**src/logic/sem_host_pkg.sv**
```systemverilog
/*
  Constants for the semaphore port controller: pin widths, command codes,
  timing figures and the cycle counts derived from them.
  Assumes a 25 MHz system clock; all times are converted to whole cycles here.
*/
`default_nettype none
package sem_host_pkg;
  // Cycles needed to cover a time, rounded up, never below one
  function automatic int ns_to_cyc(input int ns, input int period);
    int c;
    c = (ns + period - 1) / period;
    return (c < 1) ? 1 : c;
  endfunction : ns_to_cyc

  localparam int CLK_PERIOD_NS = 40; // System clock period
  localparam int T_WR_NS = 50; // Least write strobe width
  localparam int T_RD_NS = 55; // Longest read access time
  localparam int T_GAP_NS = 40; // Least deselect time between accesses
  localparam int SYNC_CYC = 4; // Three flops plus the agree stage
  localparam int WR_CYC = ns_to_cyc(T_WR_NS, CLK_PERIOD_NS);
  localparam int RD_CYC = ns_to_cyc(T_RD_NS, CLK_PERIOD_NS) + SYNC_CYC;
  localparam int GAP_CYC = ns_to_cyc(T_GAP_NS, CLK_PERIOD_NS);

  localparam int FLAG_NUM = 8; // Eight flags in the semaphore space
  localparam int IDX_W = 3; // Flag index width, low address bits
  localparam int ADDR_W = 14; // Full address width of the port
  localparam int DATA_W = 16; // Port data width
  localparam int CNT_W = 4; // Phase counter width

  // Command codes on the user side
  localparam logic [1:0] OP_INIT = 2'h0;
  localparam logic [1:0] OP_ACQ = 2'h1;
  localparam logic [1:0] OP_REL = 2'h2;
  localparam logic [1:0] OP_POLL = 2'h3;

  localparam logic [7:0] OWNED_RST = 8'h00; // Nothing held after reset
  localparam logic [2:0] IDX_LAST = 3'h7; // Last flag swept by init

  typedef enum logic [2:0] {
    ST_IDLE,
    ST_WSET,
    ST_WRITE,
    ST_WEND,
    ST_READ,
    ST_GAP
  } state_t;
endpackage : sem_host_pkg
`default_nettype wire

```
**src/logic/pin_sync.sv**
```systemverilog
/*
  Three-flop synchroniser for a bus of pin inputs with a two-of-two agree
  filter. Assumes the inputs are asynchronous to sys_clk_in.
*/
`timescale 1ns/10ps
`default_nettype none
module pin_sync #(
  parameter int WIDTH = 16
) (
  input wire logic sys_clk_in,
  input wire logic nrst_in,
  input wire logic [WIDTH-1:0] pin_in,
  output logic [WIDTH-1:0] sync_out
);
  logic [WIDTH-1:0] s1_r; // Metastability catcher, read only by s2_r
  logic [WIDTH-1:0] s2_r;
  logic [WIDTH-1:0] s3_r;
  logic [WIDTH-1:0] out_r;
  logic [WIDTH-1:0] agree; // Bits where stages two and three match
  logic [WIDTH-1:0] out_nxt;

  assign agree = ~(s2_r ^ s3_r);
  // A bit only moves once it has been stable for two samples
  assign out_nxt = (agree & s2_r) | (~agree & out_r);

  // Shift chain and filtered output
  always_ff @(posedge sys_clk_in) begin
    if (!nrst_in) begin
      s1_r <= '0;
      s2_r <= '0;
      s3_r <= '0;
      out_r <= '0;
    end else begin
      s1_r <= pin_in;
      s2_r <= s1_r;
      s3_r <= s2_r;
      out_r <= out_nxt;
    end
  end

  assign sync_out = out_r;
endmodule : pin_sync
`default_nettype wire

```
**src/logic/sem_host.sv**
```systemverilog
/*
  Controller for one port of a dual-port semaphore flag space. It takes
  init, acquire, release and poll commands and runs write/read pin cycles.
  Assumes the far device is asynchronous and that only this module drives
  the semaphore pins of its port; the data bus is resolved outside.
*/
`timescale 1ns/10ps
`default_nettype none
// Operation
// - Init writes one to every flag
// - Claim is write zero then read zero
// - Owner releases by writing one
// - Failed claim withdrawn by writing one
// - Only three low address bits select flag
module sem_host (
  input wire logic sys_clk_in,
  input wire logic nrst_in,
  input wire logic cmd_valid_in,
  input wire logic [1:0] cmd_op_in,
  input wire logic [sem_host_pkg::IDX_W-1:0] cmd_idx_in,
  output logic cmd_ready_out,
  output logic done_out,
  output logic granted_out,
  output logic denied_out,
  output logic bad_read_out,
  output logic [sem_host_pkg::FLAG_NUM-1:0] owned_out,
  output logic flag_space_select_n_out,
  output logic oe_n_out,
  output logic we_n_out,
  output logic [sem_host_pkg::ADDR_W-1:0] addr_out,
  output logic [sem_host_pkg::DATA_W-1:0] data_out,
  output logic data_oe_out,
  input wire logic [sem_host_pkg::DATA_W-1:0] data_in
);
  localparam int DW = sem_host_pkg::DATA_W;
  localparam int FN = sem_host_pkg::FLAG_NUM;
  localparam int IW = sem_host_pkg::IDX_W;
  localparam int CW = sem_host_pkg::CNT_W;
  localparam logic [CW-1:0] WR_LOAD = CW'(sem_host_pkg::WR_CYC - 1);
  localparam logic [CW-1:0] RD_LOAD = CW'(sem_host_pkg::RD_CYC - 1);
  localparam logic [CW-1:0] GAP_LOAD = CW'(sem_host_pkg::GAP_CYC - 1);

  sem_host_pkg::state_t state_r, state_nxt; // Pin cycle sequencer
  logic [CW-1:0] cnt_r, cnt_nxt; // Phase length counter
  logic [1:0] op_r, op_nxt; // Command in progress
  logic [IW-1:0] idx_r, idx_nxt; // Flag being accessed
  logic wval_r, wval_nxt; // Value written to the flag
  logic [FN-1:0] owned_r, owned_nxt; // Flags this side believes it holds
  logic ready_r, done_r, done_nxt;
  logic granted_r, granted_nxt;
  logic denied_r, denied_nxt;
  logic bad_r, bad_nxt;
  logic sem_n_r, oe_n_r, we_n_r, doe_r;
  logic [DW-1:0] rd_sync; // Filtered data bus
  logic cnt_zero; // Phase over
  logic rd_zero; // Read shows the flag held by this side
  logic rd_one; // Read shows the flag not ours
  logic init_more; // Init sweep has flags left

  // Data pins cross from the far device's timing into ours
  pin_sync #(.WIDTH(DW)) u_sync (
    .sys_clk_in(sys_clk_in),
    .nrst_in(nrst_in),
    .pin_in(data_in),
    .sync_out(rd_sync)
  );

  assign cnt_zero = (cnt_r == '0);
  // A flag value is spread over the whole bus; anything else is a bad read
  assign rd_zero = (rd_sync == '0);
  assign rd_one = (&rd_sync);
  assign init_more = (op_r == sem_host_pkg::OP_INIT) && (idx_r != sem_host_pkg::IDX_LAST);

  // Sequencer: every access ends with the select released so the device
  // output latch is reopened for the next read
  always_comb begin
    state_nxt = state_r;
    cnt_nxt = cnt_r;
    op_nxt = op_r;
    idx_nxt = idx_r;
    wval_nxt = wval_r;
    owned_nxt = owned_r;
    done_nxt = 1'b0;
    granted_nxt = granted_r;
    denied_nxt = denied_r;
    bad_nxt = bad_r;
    case (state_r)
      sem_host_pkg::ST_IDLE: begin
        if (cmd_valid_in) begin
          op_nxt = cmd_op_in;
          idx_nxt = cmd_idx_in;
          granted_nxt = 1'b0;
          denied_nxt = 1'b0;
          bad_nxt = 1'b0;
          case (cmd_op_in)
            sem_host_pkg::OP_INIT: begin
              // Device flags are not known until written; free them all
              idx_nxt = '0;
              wval_nxt = 1'b1;
              state_nxt = sem_host_pkg::ST_WSET;
            end
            sem_host_pkg::OP_ACQ: begin
              wval_nxt = 1'b0;
              state_nxt = sem_host_pkg::ST_WSET;
            end
            sem_host_pkg::OP_REL: begin
              // Serves both release and withdrawal of a failed claim
              wval_nxt = 1'b1;
              state_nxt = sem_host_pkg::ST_WSET;
            end
            default: begin
              cnt_nxt = RD_LOAD;
              state_nxt = sem_host_pkg::ST_READ;
            end
          endcase
        end
      end
      sem_host_pkg::ST_WSET: begin
        // One cycle of address setup before the strobe
        cnt_nxt = WR_LOAD;
        state_nxt = sem_host_pkg::ST_WRITE;
      end
      sem_host_pkg::ST_WRITE: begin
        cnt_nxt = cnt_r - 1'b1;
        if (cnt_zero) begin
          state_nxt = sem_host_pkg::ST_WEND;
        end
      end
      sem_host_pkg::ST_WEND: begin
        // Write-then-read: the verify read always follows the claim write
        if (op_r == sem_host_pkg::OP_ACQ) begin
          cnt_nxt = RD_LOAD;
          state_nxt = sem_host_pkg::ST_READ;
        end else begin
          cnt_nxt = GAP_LOAD;
          state_nxt = sem_host_pkg::ST_GAP;
        end
      end
      sem_host_pkg::ST_READ: begin
        cnt_nxt = cnt_r - 1'b1;
        if (cnt_zero) begin
          // Zero back means ours; one means the far side holds it
          granted_nxt = (op_r == sem_host_pkg::OP_ACQ) && rd_zero;
          denied_nxt = (op_r == sem_host_pkg::OP_ACQ) && rd_one;
          bad_nxt = !rd_zero && !rd_one;
          owned_nxt[idx_r] = rd_zero;
          cnt_nxt = GAP_LOAD;
          state_nxt = sem_host_pkg::ST_GAP;
        end
      end
      sem_host_pkg::ST_GAP: begin
        cnt_nxt = cnt_r - 1'b1;
        if (cnt_zero) begin
          if (init_more) begin
            idx_nxt = idx_r + 1'b1;
            state_nxt = sem_host_pkg::ST_WSET;
          end else begin
            if (op_r == sem_host_pkg::OP_INIT) begin
              owned_nxt = '0;
            end else if (op_r == sem_host_pkg::OP_REL) begin
              // The flag may pass straight to the far side, never to us
              owned_nxt[idx_r] = 1'b0;
            end
            done_nxt = 1'b1;
            state_nxt = sem_host_pkg::ST_IDLE;
          end
        end
      end
      default: begin
        state_nxt = sem_host_pkg::ST_IDLE;
      end
    endcase
  end

  // Pin levels follow the next state so they leave flops cleanly
  logic sem_n_nxt, oe_n_nxt, we_n_nxt, doe_nxt;
  assign sem_n_nxt = !(state_nxt == sem_host_pkg::ST_WSET ||
                       state_nxt == sem_host_pkg::ST_WRITE ||
                       state_nxt == sem_host_pkg::ST_READ);
  assign we_n_nxt = (state_nxt != sem_host_pkg::ST_WRITE);
  assign oe_n_nxt = (state_nxt != sem_host_pkg::ST_READ);
  // Data held one cycle past the strobe for hold time
  assign doe_nxt = (state_nxt == sem_host_pkg::ST_WSET ||
                    state_nxt == sem_host_pkg::ST_WRITE ||
                    state_nxt == sem_host_pkg::ST_WEND);

  // Control state
  always_ff @(posedge sys_clk_in) begin
    if (!nrst_in) begin
      state_r <= sem_host_pkg::ST_IDLE;
      cnt_r <= '0;
      op_r <= sem_host_pkg::OP_INIT;
      idx_r <= '0;
      wval_r <= 1'b1;
      owned_r <= sem_host_pkg::OWNED_RST;
    end else begin
      state_r <= state_nxt;
      cnt_r <= cnt_nxt;
      op_r <= op_nxt;
      idx_r <= idx_nxt;
      wval_r <= wval_nxt;
      owned_r <= owned_nxt;
    end
  end

  // Status flags
  always_ff @(posedge sys_clk_in) begin
    if (!nrst_in) begin
      ready_r <= 1'b1;
      done_r <= 1'b0;
      granted_r <= 1'b0;
      denied_r <= 1'b0;
      bad_r <= 1'b0;
    end else begin
      ready_r <= (state_nxt == sem_host_pkg::ST_IDLE);
      done_r <= done_nxt;
      granted_r <= granted_nxt;
      denied_r <= denied_nxt;
      bad_r <= bad_nxt;
    end
  end

  // Pin drivers; selects idle high
  always_ff @(posedge sys_clk_in) begin
    if (!nrst_in) begin
      sem_n_r <= 1'b1;
      oe_n_r <= 1'b1;
      we_n_r <= 1'b1;
      doe_r <= 1'b0;
    end else begin
      sem_n_r <= sem_n_nxt;
      oe_n_r <= oe_n_nxt;
      we_n_r <= we_n_nxt;
      doe_r <= doe_nxt;
    end
  end

  // Address: only the low bits matter, the rest held at zero
  logic [sem_host_pkg::ADDR_W-1:0] addr_r;
  logic [DW-1:0] wdata_r;
  always_ff @(posedge sys_clk_in) begin
    if (!nrst_in) begin
      addr_r <= '0;
      wdata_r <= '0;
    end else begin
      addr_r <= {{(sem_host_pkg::ADDR_W-IW){1'b0}}, idx_nxt};
      wdata_r <= {{(DW-1){1'b0}}, wval_nxt};
    end
  end

  assign cmd_ready_out = ready_r;
  assign done_out = done_r;
  assign granted_out = granted_r;
  assign denied_out = denied_r;
  assign bad_read_out = bad_r;
  assign owned_out = owned_r;
  assign flag_space_select_n_out = sem_n_r;
  assign oe_n_out = oe_n_r;
  assign we_n_out = we_n_r;
  assign addr_out = addr_r;
  assign data_out = wdata_r;
  assign data_oe_out = doe_r;
endmodule : sem_host
`default_nettype wire

```
**config.mk**
```make
export PLATFORM = sky130hd
export DESIGN_NAME = sem_host
export DESIGN_NICKNAME = d
export VERILOG_FILES = /design/src/logic/sem_host_pkg.sv /design/src/logic/pin_sync.sv /design/src/logic/sem_host.sv
export SDC_FILE = /design/constraint.sdc
export NUM_CORES = 1
export LEC_CHECK = 0
export ABC_AREA = 1
export BUFFER_PORTS_ARGS = -buffer_cell sky130_fd_sc_hd__buf_4
export CORE_UTILIZATION = 40
export DETAILED_ROUTE_END_ITERATION = 12
export GPL_TIMING_DRIVEN = 1
export PLACE_DENSITY_LB_ADDON = 0.3
export RECOVER_POWER = 50
export SLEW_MARGIN = 20
export SYNTH_ARGS = -nofsm -noshare
export SYNTH_HDL_FRONTEND = slang
export SYNTH_SLANG_ARGS = --single-unit
```
**constraint.sdc**
```tcl
create_clock -name sys_clk_in -period 1.6 [get_ports sys_clk_in]
set_clock_uncertainty 0.05 [all_clocks]
set_input_delay 0.16 -clock sys_clk_in [delete_from_list [all_inputs] [get_ports sys_clk_in]]
set_output_delay 0.16 -clock sys_clk_in [all_outputs]
set_load 0.01 [all_outputs]
```
==> summary.log <==
INFO  timing         holdWs=0.0503ns
INFO  worst_setup_path worst_ep_arrival_time=1.77ns
INFO  logic_synthesis synth_warnings=0
INFO  timing         maxSlewHeadroom=39.8%
INFO  clock_network  cts_made_buffers=9
INFO  grt            use_met1=17.5%
INFO  grt            maximum_number_of_pins_on_one_net_before_global_route_repair=38
INFO  floorplanning  initial_utilization=41.7%
INFO  routing        drt-vias-per-instance=4.53
INFO  timing         timing.final.hold_violations=0
INFO  logic_synthesis syn_avg_cell_area=7.61um^2
INFO  routing        detailedRoute.firstIterationViolations=129
INFO  cells_and_area layout_cell_share_with_drive_strength_beyond_1=18.8%
INFO  grt            grt_pass1_vias=2779
INFO  grt            grt.met3_usage=4.29%
INFO  worst_setup_path crit_family=adder cells
INFO  worst_setup_path ff2ff_setup_slack=0.07ns
INFO  clock_network  clock_tree.htree_level_count=3
INFO  worst_setup_path critPathSlowestCell=dfxtp_1
INFO  floorplanning  die_width=98.1um
INFO  routing        antenna_violating_nets_post_route=0
INFO  placement      buffer_ports.inserted=44
INFO  cells_and_area layout-area-overhead-vs-synth=24.9%
INFO  worst_setup_path cp_num_buf_inv=0
INFO  logic_synthesis synth.cell_area=0.00369mm^2
INFO  routing        drcViolationCount=6
INFO  routing        route.vias.total=3065
INFO  outcome        violated_checks=design-rule violations
INFO  clock_network  root_buffer=clkbuf_8
INFO  worst_setup_path critical_path_required=1.85ns
INFO  timing         finalSetupViolCount=0
INFO  clock_network  worst_skew_late_latency=0.36ns
INFO  floorplanning  core.rowCount=34
INFO  worst_setup_path cpMostUsedCell=nand2_1
INFO  grt            grt_first_pass_wirelength=11700um
INFO  grt            gr-max-usage-layer=met2
INFO  grt            groute.usage.overall=15.0%
INFO  floorplanning  core_area=0.00885mm^2
INFO  timing         slew_viol_final=0
INFO  cells_and_area nFillCells=856
INFO  routing        wl_per_cell=10.4um
INFO  routing        drt-total-wl=7070um
INFO  timing         worst_slew_pin_slew=0.903ns
INFO  timing         period_share=95.5%
INFO  logic_synthesis syn_inst_count=485
INFO  cells_and_area num-nets-final=592
INFO  worst_setup_path worstSetupStartpointType=register
INFO  power_and_ir_drop power.density_cell_area=1330mW/mm^2
INFO  logic_synthesis synth_seq_cells=95
INFO  min_path       hold_path.startpoint=cmd_idx_in[1]
INFO  placement      routabilityCongestion=0.858
INFO  worst_setup_path worstReg2RegStart=addr_out[0]
INFO  logic_synthesis synth.yosys.seq_area_share=51.5%
INFO  routing        firstDrtPassIters=8
INFO  clock_network  cts_tree=yes
INFO  grt            overflow=0
INFO  placement      dp_worst_setup_slack=-0.102ns
INFO  worst_setup_path worst_path_largest_cell_delay=0.32ns
INFO  timing         timing.fmax=655MHz
INFO  floorplanning  top_level_ports=71
INFO  timing         fin_ws=0.0724ns
INFO  clock_network  cts.reportedPaths.clkPinSlew=0.09ns
INFO  clock_network  clock_sinks=95
INFO  worst_setup_path crit_path_cell_trace=ha_1 > ha_2 > nand3b_1 > nand2_1 > nand2_1 > o21ai_4 > o21ai_0 > a21oi_1
INFO  power_and_ir_drop p_leak=2.37nW
INFO  clock_network  cts_max_path_buffers=2
INFO  min_path       hp-class=in -> reg
INFO  worst_setup_path timing.critical_path.to_type=register
INFO  worst_setup_path cp-startpoint=addr_out[0]
INFO  cells_and_area n_antenna_cell=0
INFO  worst_setup_path worst-path-max-fanout=8
INFO  floorplanning  floorplan.die.height=98.1um
INFO  timing         fin_crit=1.53ns
INFO  worst_setup_path setup.worst_path.class=reg -> reg
INFO  flow_run       max-cap-violations=0
INFO  grt            globalRouteMet2Util=26.6%
INFO  power_and_ir_drop worst_ir_drop_vdd=0.629mV
INFO  placement      post-dp-hpwl=4920um
INFO  outcome        status=complete, but fails checks
INFO  grt            antenna_found_initial=0
INFO  logic_synthesis synth.distinct_cells=25
INFO  floorplanning  fp.dieArea=0.00962mm^2
[synth_stat cells]
cell      instances  share of area (%)
nand2_1          96                9.8
dfxtp_1          95                 52
inv_1            79                8.0
nor2_1           52                5.3
a21oi_1          41                5.6
o21ai_0          32                4.3
buf_4            26                5.3
nand3_1          25                3.4
clkbuf_1          8               0.81
nand4_1           5               0.85
ha_1              4                1.4
nor3_1            4               0.54
a31oi_1           2               0.34
clkinv_1          2               0.20
o21a_1            2               0.41
o21ai_2           2               0.47
xor2_1            2               0.47
a21oi_2           1               0.24
buf_1             1               0.10
clkbuf_2          1               0.14
conb_1            1               0.10
nand3b_1          1               0.20
nor2_4            1               0.30
o21ai_1           1               0.14
or2_2             1               0.17
[worst reg2reg max path, stage by stage (launching register included)]
cell and delay (ns):
dfxtp_1 0.32, ha_1 0.20, ha_2 0.18, nand3b_1 0.15
nand2_1 0.09, nand2_1 0.09, o21ai_4 0.12, o21ai_0 0.12
a21oi_1 0.14
[through the flow]
stage	setup TNS [ns]	power, mW	utilization [%]	std cells	cell area [um^2]
final	0	6.13	52.1	677	4610
after global routing	-0.0556	6.52	52.1	677	4610
after CTS	0	5.90	50.6	673	4480
after detailed placement	-0.583	4.41	46.7	641	4130
after global placement	-0.0850	4.35	46.7	641	4130
after floorplan	0	3.85	-	510	3790
[kinds of logic (layout without fill, tap and decap cells)]
family / after synthesis / count (layout) / share of synthesized area (%)
and+or+nand+nor: 185 / 185 / 20.5
buffers and inverters: 117 / 176 / 14.6
DFF: 95 / 95 / 51.5
AOI/OAI and AO/OA: 81 / 81 / 11.5
adders and majority gates: 4 / 4 / 1.36
xor gates and xnor gates: 2 / 2 / 0.475
other: 1 / 26 / 0.102
[layer usage]
layer,vias to the layer above,wire (um)
li1,1612,-
met1,1358,3070
met2,83,3500
met3,12,398
met4,0,100
met5,-,0
[power breakdown]
part | leakage, nW | switching [mW] | internal (mW) | total (mW)
Combinational | 1.50 | 1.18 | 0.782 | 1.96
Sequential | 0.779 | 0.134 | 2.59 | 2.72
Clock | 0.0947 | 0.850 | 0.596 | 1.45
[cell type report]
class	count	area (um^2)	area share, %
multi-input cells	298	1460	31.6
clock buffers	10	128	2.77
inverters	81	304	6.59
clock inverters	6	53.8	1.17
repair buffers	79	627	13.6
flip-flops and latches	95	1910	41.3
well taps	108	135	2.93
[path summary, 6_finish.rpt]
check	to	depth (start not counted)
worst max-delay path	owned_out[6]	8
worst min-delay path	addr_out[1]	3
worst max register to register	owned_out[6]	8
worst min register to register	u_sync.s2_r[1]	2
[placed cells by master, fill, tap and decap left out, drive strengths merged]
master | Yosys | layout
or2 | 1 | 1
xor2 | 2 | 2
a31oi | 2 | 2
nand4 | 5 | 5
nand3 | 25 | 25
inv | 79 | 82
o21ai | 35 | 35
a21oi | 42 | 42
nand2 | 96 | 96
o21a | 2 | 2
nand3b | 1 | 1
dfxtp | 95 | 95
conb | 1 | 26
ha | 4 | 4
nor2 | 53 | 53
clkbuf | 9 | 13
dlygate4sd3 | 0 | 16
buf | 27 | 60
clkinv | 2 | 5
nor3 | 4 | 4
[what timing repair did]
item,in CTS,in global routing
gates cloned,0,0
setup buffers,0,4
pin swaps,0,9
setup endpoints to repair,8,23
resized for setup,1,35
hold buffers,16,0
hold endpoints to repair,16,0
(Power assumes the default switching activity.)
